===== config.mk =====
export PLATFORM = sky130hd
export DESIGN_NAME = dfatd_top
export DESIGN_NICKNAME = d
export VERILOG_FILES = /design/src/dfatd_pkg.sv /design/src/dfatd_tick.sv /design/src/dfatd_torque_ch.sv /design/src/dfatd_top.sv
export VERILOG_INCLUDE_DIRS = /design/src
export SDC_FILE = /design/constraint.sdc
export NUM_CORES = 1
export LEC_CHECK = 0
export BUFFER_PORTS_ARGS = -buffer_cell sky130_fd_sc_hd__buf_2
export CAP_MARGIN = 20
export CORE_MARGIN = 5
export CORE_UTILIZATION = 52
export CTS_BUF_LIST = sky130_fd_sc_hd__clkbuf_4
export CTS_CLUSTER_SIZE = 28
export DETAILED_ROUTE_END_ITERATION = 7
export HOLD_SLACK_MARGIN = 0.02
export MAX_ROUTING_LAYER = met4
export PLACE_DENSITY = 0.79
export SKIP_LAST_GASP = 1
export SLEW_MARGIN = 20
export SYNTH_ARGS = -nofsm -noshare
export SYNTH_HDL_FRONTEND = slang
export SYNTH_SLANG_ARGS = --single-unit

===== constraint.sdc =====
create_clock -name clk_i -period 3.9 [get_ports clk_i]
set_clock_uncertainty 0.1 [all_clocks]
set_input_delay 1.17 -clock clk_i [delete_from_list [all_inputs] [get_ports clk_i]]
set_output_delay 1.17 -clock clk_i [all_outputs]
set_load 0.01 [all_outputs]

===== src/dfatd_map.svh =====
// Constants for the drive fault auto-reset and torque detection block
`ifndef DFATD_MAP_SVH
`define DFATD_MAP_SVH

`define DFATD_CLK_PERIOD_NS  10
// Base tick of 0.1 s for all protection timers
`define DFATD_TICK_TIME_NS   100000000
`define DFATD_TICK_CYCLES    (`DFATD_TICK_TIME_NS / `DFATD_CLK_PERIOD_NS)
`define DFATD_TICKS_PER_S    (1000000000 / `DFATD_TICK_TIME_NS)
// Fault-free run time that clears the attempt counter
`define DFATD_CLEAR_TIME_S   600
`define DFATD_CLEAR_TICKS    (`DFATD_CLEAR_TIME_S * `DFATD_TICKS_PER_S)

`define DFATD_HYST_PCT       11'h00A
`define DFATD_SEL_MAX        4'h8
`define DFATD_SEL_UNDER_MIN  4'h5
`define DFATD_CNT_MAX        4'hF

// Output terminal function codes
`define DFATD_FN_FAULT       8'h0E
`define DFATD_FN_TQ1         8'h0B
`define DFATD_FN_TQ2         8'h18
`define DFATD_FN_RESET       8'h1E

`endif


===== src/dfatd_pkg.sv =====
// Types shared by the drive protection block
package dfatd_pkg;
    typedef enum logic [2:0] {
        ST_RUN    = 3'b001,
        ST_WAIT   = 3'b010,
        ST_MANUAL = 3'b100
    } dfatd_state_t;
endpackage


===== src/dfatd_tick.sv =====
// Divider producing the 0.1 s timer enable pulse
`timescale 1ns/1ps
`default_nettype none
module dfatd_tick #(
    parameter int unsigned CYCLES = 10
) (
    input  wire logic clk_i,   // System clock
    input  wire logic srst_i,  // Sync reset
    output logic      tick_o   // One-cycle enable
);
    logic [23:0] cnt_q;

    always_ff @(posedge clk_i) begin
        if (srst_i || cnt_q == 24'(CYCLES - 1)) begin
            cnt_q <= 24'h000000;
        end else begin
            cnt_q <= cnt_q + 24'h000001;
        end
    end

    always_ff @(posedge clk_i) begin
        if (srst_i) begin
            tick_o <= 1'b0;
        end else begin
            tick_o <= (cnt_q == 24'(CYCLES - 1));
        end
    end
endmodule
`default_nettype wire


===== src/dfatd_torque_ch.sv =====
// One over/undertorque detection channel
`timescale 1ns/1ps
`default_nettype none
`include "dfatd_map.svh"
module dfatd_torque_ch (
    input  wire logic       clk_i,          // System clock
    input  wire logic       srst_i,         // Sync reset
    input  wire logic       tick_i,         // 0.1 s enable
    input  wire logic       vf_mode_i,      // V/f control mode
    input  wire logic       travel_i,       // Up or down command active
    input  wire logic       speed_agree_i,  // Speed equals reference
    input  wire logic [3:0] sel_i,          // Selection 0..8
    input  wire logic [8:0] level_i,        // Level, percent
    input  wire logic [6:0] time_i,         // Time, 0.1 s units
    input  wire logic [9:0] current_pct_i,  // Current, % drive rated
    input  wire logic [9:0] torque_pct_i,   // Torque, % motor rated
    output logic            detect_o,       // Condition detected
    output logic            under_o,        // Detected as undertorque
    output logic            fault_o         // Detected with fault action
);
    logic        det_q;
    logic [6:0]  cnt_q;
    logic [10:0] val;
    logic [10:0] lvl;
    logic        under;
    logic        enable;
    logic        beyond;
    logic        release_c;

    assign val = {1'b0, vf_mode_i ? current_pct_i : torque_pct_i};
    assign lvl = {2'b00, level_i};
    assign under = (sel_i >= `DFATD_SEL_UNDER_MIN);
    // Odd selections wait for speed agree
    assign enable = (sel_i != 4'h0) && (sel_i <= `DFATD_SEL_MAX) && travel_i
                    && (!sel_i[0] || speed_agree_i);
    assign beyond = under ? (val < lvl) : (val > lvl);
    assign release_c = under ? (val > lvl + `DFATD_HYST_PCT)
                             : (val + `DFATD_HYST_PCT < lvl);

    always_ff @(posedge clk_i) begin
        if (srst_i || !enable || !beyond || det_q) begin
            cnt_q <= 7'h00;
        end else if (tick_i && cnt_q != 7'h7F) begin
            cnt_q <= cnt_q + 7'h01;
        end
    end

    always_ff @(posedge clk_i) begin
        if (srst_i || !enable) begin
            det_q <= 1'b0;
        end else if (det_q && release_c) begin
            det_q <= 1'b0;
        end else if (!det_q && beyond && tick_i && cnt_q >= time_i) begin
            det_q <= 1'b1;
        end
    end

    assign detect_o = det_q;
    assign under_o  = det_q && under;
    assign fault_o  = det_q && (sel_i == 4'h3 || sel_i == 4'h4 ||
                                sel_i == 4'h7 || sel_i == 4'h8);

    persist_rise_a: assert property (@(posedge clk_i) disable iff (srst_i)
        $rose(det_q) |-> $past(beyond) && $past(cnt_q) >= $past(time_i))
        else $error("torque detect rose before persistence time");
    hyst_hold_a: assert property (@(posedge clk_i) disable iff (srst_i)
        det_q && enable && !release_c ##1 enable |-> det_q)
        else $error("torque detect released inside hysteresis band");
endmodule
`default_nettype wire


===== src/dfatd_top.sv =====
// Drive fault auto-reset sequencer with two torque detection channels
`timescale 1ns/1ps
`default_nettype none
`include "dfatd_map.svh"
module dfatd_top #(
    parameter int unsigned TICK_CYCLES = `DFATD_TICK_CYCLES
) (
    input  wire logic        clk_i,                          // 100 MHz clock
    input  wire logic        srst_i,                         // Sync reset, power-on
    input  wire logic        ground_fault_i,                 // Resettable fault
    input  wire logic        output_phase_loss_fault_i,      // Resettable fault
    input  wire logic        overcurrent_fault_i,            // Resettable fault
    input  wire logic        heatsink_overheat_fault_i,      // Resettable fault
    input  wire logic        motor_overload_fault_i,         // Resettable fault
    input  wire logic        drive_overload_fault_i,         // Resettable fault
    input  wire logic        dc_bus_overvoltage_fault_i,     // Resettable fault
    input  wire logic        braking_transistor_fault_i,     // Resettable fault
    input  wire logic        sequence_error_one_i,           // Resettable fault
    input  wire logic        sequence_error_two_i,           // Resettable fault
    input  wire logic        sequence_error_three_i,         // Resettable fault
    input  wire logic        dc_bus_undervoltage_fault_i,    // Undervoltage fault
    input  wire logic        other_fault_i,                  // Any non-resettable fault
    input  wire logic        manual_fault_reset_i,           // External fault reset
    input  wire logic        up_cmd_i,                       // Up travel command
    input  wire logic        down_cmd_i,                     // Down travel command
    input  wire logic        speed_agree_i,                  // Speed equals reference
    input  wire logic        vf_mode_i,                      // 1 V/f, 0 vector
    input  wire logic [9:0]  current_pct_i,                  // Output current, %
    input  wire logic [9:0]  torque_pct_i,                   // Output torque, %
    input  wire logic [3:0]  reset_attempt_limit_i,          // 0..10
    input  wire logic        fault_output_during_reset_sel_i,// Fault out in reset
    input  wire logic [12:0] reset_interval_time_i,          // 0.1 s units
    input  wire logic        undervoltage_reset_policy_i,    // 1 unlimited
    input  wire logic [3:0]  torque_detect_select_ch1_i,     // 0..8
    input  wire logic [3:0]  torque_detect_select_ch2_i,     // 0..8
    input  wire logic [8:0]  torque_detect_level_ch1_i,      // 0..300 %
    input  wire logic [8:0]  torque_detect_level_ch2_i,      // 0..300 %
    input  wire logic [6:0]  torque_detect_time_ch1_i,       // 0.1 s units
    input  wire logic [6:0]  torque_detect_time_ch2_i,       // 0.1 s units
    input  wire logic [7:0]  output_terminal_function_sel0_i,// Terminal 0 code
    input  wire logic [7:0]  output_terminal_function_sel1_i,// Terminal 1 code
    output logic             output_terminal0_o,             // Terminal 0, 1 closed
    output logic             output_terminal1_o,             // Terminal 1, 1 closed
    output logic             drive_stop_o,                   // Operation stopped
    output logic             fault_locked_o,                 // Manual reset needed
    output logic [3:0]       reset_attempt_count_o,          // Attempt counter
    output logic             overtorque_event_ch1_o,         // Channel 1 over
    output logic             overtorque_event_ch2_o,         // Channel 2 over
    output logic             undertorque_event_ch1_o,        // Channel 1 under
    output logic             undertorque_event_ch2_o         // Channel 2 under
);
    dfatd_pkg::dfatd_state_t state_q;
    logic        tick;
    logic [3:0]  cnt_q;
    logic [12:0] ivl_q;
    logic [12:0] clr_q;
    logic        clr_arm_q;
    logic [1:0]  term_q;
    logic [1:0]  tq_det;
    logic [1:0]  tq_under;
    logic [1:0]  tq_fault;
    logic [3:0]  ch_sel   [2];
    logic [8:0]  ch_level [2];
    logic [6:0]  ch_time  [2];
    logic [7:0]  term_code [2];
    logic        resettable;
    logic        any_flt;
    logic        uv_free;
    logic        lock_now;
    logic        elapsed;
    logic        auto_ok;
    logic        auto_go;
    logic        clr_done;
    logic        in_wait;
    logic        fault_sig;

    function automatic logic term_fn(input logic [7:0] code, input logic flt,
                                     input logic rst, input logic [1:0] tq);
        case (code)
            `DFATD_FN_FAULT: term_fn = flt;
            `DFATD_FN_RESET: term_fn = rst;
            `DFATD_FN_TQ1:   term_fn = tq[0];
            `DFATD_FN_TQ2:   term_fn = tq[1];
            default:         term_fn = 1'b0;
        endcase
    endfunction

    dfatd_tick #(
        .CYCLES (TICK_CYCLES)
    ) u_tick (
        .clk_i  (clk_i),
        .srst_i (srst_i),
        .tick_o (tick)
    );

    assign ch_sel[0]   = torque_detect_select_ch1_i;
    assign ch_sel[1]   = torque_detect_select_ch2_i;
    assign ch_level[0] = torque_detect_level_ch1_i;
    assign ch_level[1] = torque_detect_level_ch2_i;
    assign ch_time[0]  = torque_detect_time_ch1_i;
    assign ch_time[1]  = torque_detect_time_ch2_i;
    assign term_code[0] = output_terminal_function_sel0_i;
    assign term_code[1] = output_terminal_function_sel1_i;

    for (genvar g = 0; g < 2; g++) begin : g_ch
        dfatd_torque_ch u_ch (
            .clk_i         (clk_i),
            .srst_i        (srst_i),
            .tick_i        (tick),
            .vf_mode_i     (vf_mode_i),
            .travel_i      (up_cmd_i || down_cmd_i),
            .speed_agree_i (speed_agree_i),
            .sel_i         (ch_sel[g]),
            .level_i       (ch_level[g]),
            .time_i        (ch_time[g]),
            .current_pct_i (current_pct_i),
            .torque_pct_i  (torque_pct_i),
            .detect_o      (tq_det[g]),
            .under_o       (tq_under[g]),
            .fault_o       (tq_fault[g])
        );
    end

    assign overtorque_event_ch1_o  = tq_det[0] && !tq_under[0];
    assign overtorque_event_ch2_o  = tq_det[1] && !tq_under[1];
    assign undertorque_event_ch1_o = tq_under[0];
    assign undertorque_event_ch2_o = tq_under[1];

    assign resettable = ground_fault_i | output_phase_loss_fault_i
                      | overcurrent_fault_i | heatsink_overheat_fault_i
                      | motor_overload_fault_i | drive_overload_fault_i
                      | dc_bus_overvoltage_fault_i | braking_transistor_fault_i
                      | sequence_error_one_i | sequence_error_two_i
                      | sequence_error_three_i | (|tq_fault);
    assign any_flt = resettable | dc_bus_undervoltage_fault_i | other_fault_i;
    // Unlimited only when undervoltage is the sole cause
    assign uv_free = dc_bus_undervoltage_fault_i && !resettable
                     && undervoltage_reset_policy_i;
    // Limit zero makes cnt_q >= limit always true
    assign lock_now = other_fault_i
                      || (cnt_q >= reset_attempt_limit_i && !uv_free);

    assign in_wait  = (state_q == dfatd_pkg::ST_WAIT);
    assign elapsed  = (reset_interval_time_i == 13'h0000)
                      || (ivl_q >= reset_interval_time_i);
    // Reset only once the cause is gone and travel commands are off
    assign auto_ok  = elapsed && !up_cmd_i && !down_cmd_i && !any_flt;
    assign auto_go  = in_wait && auto_ok && !manual_fault_reset_i;
    assign clr_done = clr_arm_q && tick && clr_q == 13'(`DFATD_CLEAR_TICKS - 1);

    always_ff @(posedge clk_i) begin
        if (srst_i) begin
            state_q <= dfatd_pkg::ST_RUN;
        end else begin
            unique case (state_q)
                dfatd_pkg::ST_RUN: begin
                    if (any_flt) begin
                        state_q <= lock_now ? dfatd_pkg::ST_MANUAL : dfatd_pkg::ST_WAIT;
                    end
                end
                dfatd_pkg::ST_WAIT: begin
                    if (manual_fault_reset_i) begin
                        state_q <= dfatd_pkg::ST_RUN;
                    end else if (other_fault_i) begin
                        state_q <= dfatd_pkg::ST_MANUAL;
                    end else if (auto_ok) begin
                        state_q <= dfatd_pkg::ST_RUN;
                    end
                end
                dfatd_pkg::ST_MANUAL: begin
                    if (manual_fault_reset_i) begin
                        state_q <= dfatd_pkg::ST_RUN;
                    end
                end
                default: state_q <= dfatd_pkg::ST_RUN;
            endcase
        end
    end

    // Interval restarts while the fault persists past each attempt
    always_ff @(posedge clk_i) begin
        if (srst_i || !in_wait || (elapsed && any_flt)) begin
            ivl_q <= 13'h0000;
        end else if (tick && !elapsed) begin
            ivl_q <= ivl_q + 13'h0001;
        end
    end

    always_ff @(posedge clk_i) begin
        if (srst_i) begin
            cnt_q <= 4'h0;
        end else if (manual_fault_reset_i) begin
            cnt_q <= 4'h0;
        end else if (auto_go) begin
            if (cnt_q != `DFATD_CNT_MAX) begin
                cnt_q <= cnt_q + 4'h1;
            end
        end else if (clr_done) begin
            cnt_q <= 4'h0;
        end
    end

    // Fault-free timer armed by each automatic reset
    always_ff @(posedge clk_i) begin
        if (srst_i || any_flt || state_q != dfatd_pkg::ST_RUN && !auto_go) begin
            clr_arm_q <= 1'b0;
            clr_q     <= 13'h0000;
        end else if (auto_go) begin
            clr_arm_q <= 1'b1;
            clr_q     <= 13'h0000;
        end else if (clr_done) begin
            clr_arm_q <= 1'b0;
        end else if (clr_arm_q && tick) begin
            clr_q <= clr_q + 13'h0001;
        end
    end

    assign fault_sig = (state_q == dfatd_pkg::ST_MANUAL)
                       || (in_wait && fault_output_during_reset_sel_i);

    for (genvar t = 0; t < 2; t++) begin : g_term
        always_ff @(posedge clk_i) begin
            if (srst_i) begin
                term_q[t] <= 1'b0;
            end else begin
                term_q[t] <= term_fn(term_code[t], fault_sig, in_wait, tq_det);
            end
        end
    end

    assign output_terminal0_o    = term_q[0];
    assign output_terminal1_o    = term_q[1];
    assign drive_stop_o          = (state_q != dfatd_pkg::ST_RUN);
    assign fault_locked_o        = (state_q == dfatd_pkg::ST_MANUAL);
    assign reset_attempt_count_o = cnt_q;

    hard_lock_a: assert property (@(posedge clk_i) disable iff (srst_i)
        state_q == dfatd_pkg::ST_RUN && other_fault_i
        |=> state_q == dfatd_pkg::ST_MANUAL)
        else $error("non-resettable fault not latched");
    count_inc_a: assert property (@(posedge clk_i) disable iff (srst_i)
        auto_go && cnt_q != 4'hF |=> cnt_q == $past(cnt_q) + 4'h1
        && state_q == dfatd_pkg::ST_RUN)
        else $error("attempt counter not incremented on auto reset");
    limit_stop_a: assert property (@(posedge clk_i) disable iff (srst_i)
        state_q == dfatd_pkg::ST_RUN && resettable && !manual_fault_reset_i
        && cnt_q >= reset_attempt_limit_i |=> state_q == dfatd_pkg::ST_MANUAL)
        else $error("auto reset attempted beyond limit");
    zero_limit_a: assert property (@(posedge clk_i) disable iff (srst_i)
        state_q == dfatd_pkg::ST_RUN && any_flt && !uv_free
        && reset_attempt_limit_i == 4'h0 |=> state_q == dfatd_pkg::ST_MANUAL)
        else $error("auto reset with zero attempt limit");
    ten_min_a: assert property (@(posedge clk_i) disable iff (srst_i)
        clr_done && !manual_fault_reset_i |=> cnt_q == 4'h0 && !clr_arm_q)
        else $error("counter not cleared after fault-free period");
    manual_clr_a: assert property (@(posedge clk_i) disable iff (srst_i)
        manual_fault_reset_i |=> cnt_q == 4'h0)
        else $error("manual reset did not clear counter");
    power_clr_a: assert property (@(posedge clk_i)
        srst_i |=> cnt_q == 4'h0 && state_q == dfatd_pkg::ST_RUN)
        else $error("reset did not clear counter");
    cmd_block_a: assert property (@(posedge clk_i) disable iff (srst_i)
        in_wait && (up_cmd_i || down_cmd_i) && !manual_fault_reset_i
        |=> state_q != dfatd_pkg::ST_RUN)
        else $error("auto reset while travel command active");
    interval_a: assert property (@(posedge clk_i) disable iff (srst_i)
        in_wait && !manual_fault_reset_i && reset_interval_time_i != 13'h0000
        && ivl_q < reset_interval_time_i |=> state_q != dfatd_pkg::ST_RUN)
        else $error("reset before interval elapsed");
    reset_term_a: assert property (@(posedge clk_i) disable iff (srst_i)
        in_wait && term_code[0] == `DFATD_FN_RESET |=> output_terminal0_o)
        else $error("reset-enabled terminal not asserted");
    fault_term_a: assert property (@(posedge clk_i) disable iff (srst_i)
        in_wait && term_code[1] == `DFATD_FN_FAULT
        |=> output_terminal1_o == $past(fault_output_during_reset_sel_i))
        else $error("fault terminal ignores reset output selection");

    auto_reset_c: cover property (@(posedge clk_i) disable iff (srst_i) auto_go);
    lock_c: cover property (@(posedge clk_i) disable iff (srst_i)
        state_q == dfatd_pkg::ST_RUN && resettable && lock_now);
    ten_min_c: cover property (@(posedge clk_i) disable iff (srst_i) clr_done);
    torque_c: cover property (@(posedge clk_i) disable iff (srst_i) |tq_fault);
endmodule
`default_nettype wire


==> out/metrics.cfg <==
[grt]
antenna_found_initial = 0
grt_start_max_net_pins = 24
overflow = 0
grt_pass1_vias = 5595
grt_first_pass_wirelength_um = 25200
grt_usage_pct = 21.8

[route]
wl_per_cell_um = 14.1
postRouteAntennaNets = 0
first_iter_violations = 275
drc = 0
vias = 5798
drt_pass1_iterations = 4
routed_wl_um = 15000
via_per_inst = 5.44

[clocking]
cts_tree = yes
clockBufferDepth = 2
clkTransAtPathRegs_ps = 140
cts_hold_buf = 0
numCtsBuffers = 9
htreeDepth = 3
clkLatencyLatePin_ps = 450
cts_root_buf = clkbuf_4
post_cts.repair.setup_buffers = 0
cts.sinks = 77
post_cts_resized = 0

[power]
leakage_nw = 3.27
p_per_area_nw_per_um2 = 236
power_mw = 1.70
vdd_ir_drop_max_mv = 0.224

[worst_setup_path]
start_kind = input pin
critPathRequiredTime_ps = 4180
path_class = in2reg
cp.arrival_ps = 3820
setup.worst_path.end_class = register
worstPathMaxFanout = 10

[synthesis]
ys_seq_area_share_pct = 25.0
synth_xor_area_share_pct = 10.2
ys_async_sr_fraction_pct = 0
syn_area_per_cell_um2 = 8.01
synth_top_family_by_area = simple AND/OR/NAND/NOR gates
synthMuxAreaShare_pct = 3.09
synth_cells = 769
ys_ff_latch = 77
synth.net_count = 976
synth_area_um2 = 6160
synthSimpleGateAreaFrac_pct = 24.4
synthAdderAreaFrac_pct = 18.7
synth_enable_flop_cells = 0
synth_compound_area_share_pct = 13.5
synth_ff_type = dfxtp_1
yosysWarnings = 0
ys_types = 61

[die]
num_rows = 39
core_um2 = 11500
fp.dieW_um = 119
die-area_um2 = 14100
io_pins = 127
die_y_um = 119
start_util_pct = 53.5

[worst_hold_path]
hp-class = reg2reg

[sta]
drv_slew = 0
min_period_ps = 3540
whs_ps = 397
worst_slew_pin_slew_ps = 879
finalCritPeriodShare_pct = 90.8
hold_violations = 0
relSlewSlack_pct = 40.9
finalSetupViolCount = 0
rsz0062_at_grt = false
fmax_mhz = 283

[place]
hpwl_um = 12500
dpl_cell_area_um2 = 7080
io_buffer_count = 126
gp_congestion = 0.947

[finish]
nets = 1124
drive_above_1_share_pct = 20.0
antenna_cells = 0
stdcell_area_um2 = 7210
final_core_util_pct = 62.6
syn_to_final_growth_pct = 17.1
nFillCells = 1003

[outcome]
status = finished clean

[run]
maxCapViolCount = 0

[state kept, by name, summed over array words and instances, names as in the netlist]
register               count
u_tick.cnt_q              24
clr_q                     13
state_q                    3
output_terminal1_o         1
clr_arm_q                  1
u_tick.tick_o              1
ivl_q                     13
g_ch.u_ch.detect_o         2
output_terminal0_o         1
g_ch.u_ch.cnt_q           14
reset_attempt_count_o      4
[per-stage QoR]
stage | setup WS [ps] | TNS, ps | instances
4_1_cts | 380 | 0 | 1065
6_report | 361 | 0 | 1065
3_3_place_gp | -31.3 | -149 | 1049
2_1_floorplan | 96.1 | 0 | 769
5_1_grt | 126 | 0 | 1065
3_5_place_dp | -94.4 | -707 | 1049
[logic make-up after synthesis]
group | after synthesis
AOI/OAI and AO/OA | 132
xor gates and xnor gates | 72
adders and majority gates | 92
buffers and inverters | 78
DFF | 77
muxes | 18
and+or+nand+nor | 300
[report_power, final]
group	internal, mW	total [mW]	switching, mW
registers	0.793	0.799	0.00628
clock network	0.146	0.466	0.320
logic	0.204	0.434	0.230
total	1.14	1.70	0.556
[synthesized netlist by cell type (3+ instances only)]
| library cell | number | share of area, % |
|---|---|---|
| a211oi_1 | 5 | 0.61 |
| a21o_1 | 11 | 1.3 |
| a21oi_1 | 37 | 3.0 |
| a221oi_1 | 4 | 0.57 |
| a31oi_1 | 7 | 0.71 |
| and2_1 | 8 | 0.81 |
| and3_1 | 15 | 1.5 |
| and4_1 | 4 | 0.57 |
| clkbuf_1 | 9 | 0.55 |
| dfxtp_1 | 77 | 25 |
| ha_1 | 92 | 19 |
| inv_1 | 66 | 4.0 |
| mux2_2 | 3 | 0.55 |
| mux2i_1 | 13 | 2.1 |
| nand2_1 | 47 | 2.9 |
| nand2b_1 | 8 | 0.81 |
| nand3_1 | 36 | 2.9 |
| nand4_1 | 18 | 1.8 |
| nor2_1 | 91 | 5.5 |
| nor2_2 | 6 | 0.61 |
| nor2b_1 | 5 | 0.51 |
| nor3_1 | 18 | 1.5 |
| nor3b_1 | 3 | 0.37 |
| nor4_1 | 15 | 1.5 |
| o211ai_1 | 5 | 0.61 |
| o21ai_0 | 36 | 2.9 |
| o31ai_1 | 4 | 0.49 |
| or2_2 | 4 | 0.41 |
| or3_1 | 11 | 1.1 |
| xnor2_1 | 36 | 5.1 |
| xor2_1 | 36 | 5.1 |
[layout by cell type, fill, tap and decap left out, types with 11 or more instances in the layout]
cell and count:
a21o_1 11, a21oi_1 37, and3_1 15, buf_2 126
buf_4 23, dfxtp_1 77, ha_1 92, inv_1 66
mux2i_1 13, nand2_1 47, nand3_1 36, nand4_1 18
nor2_1 91, nor3_1 18, nor4_1 15, o21ai_0 36
or3_1 11, xnor2_1 36, xor2_1 36
[critical path: stages]
cell and delay [ps]:
buf_2 250, mux2i_1 330, ha_1 300, o21ba_2 200, o211ai_1 170, a31oi_1 110
nor3_1 250, mux2_1 360, or3_1 510, nor2_2 150
[routing by layer]
metal / global-route usage [%] / part of all wire, % / vias to the layer above / wire length [µm]
met5: - / 0 / - / 0
met3: 4.60 / 4.8 / 9 / 717
met1: 28.6 / 47 / 2636 / 7120
met4: 2.97 / 0.66 / 0 / 99
met2: 35.6 / 47 / 121 / 7090
li1: - / - / 3032 / -
[final timing paths]
kind / startpoint / end / slack, ps / cells after the start
setup / recovery: vf_mode_i / g_ch[0].u_ch.cnt_q[3] / 360 / 10
hold / removal: u_tick.cnt_q[0] / u_tick.cnt_q[0] / 400 / 1
setup reg to reg: ivl_q[6] / ivl_q[8] / 1290 / 8
hold reg to reg: u_tick.cnt_q[0] / u_tick.cnt_q[0] / 400 / 1
[final cells by class]
| class | count | area [µm²] | area share, % |
|---|---|---|---|
| clock inverters | 7 | 65.1 | 0.902 |
| clock buffers | 9 | 67.6 | 0.937 |
| repair buffers | 149 | 803 | 11.1 |
| inverters | 66 | 248 | 3.43 |
| multi-input cells | 614 | 4310 | 59.7 |
| flip-flops and latches | 77 | 1540 | 21.4 |
| well taps | 143 | 179 | 2.48 |
Power figures use the tool's default switching activity.
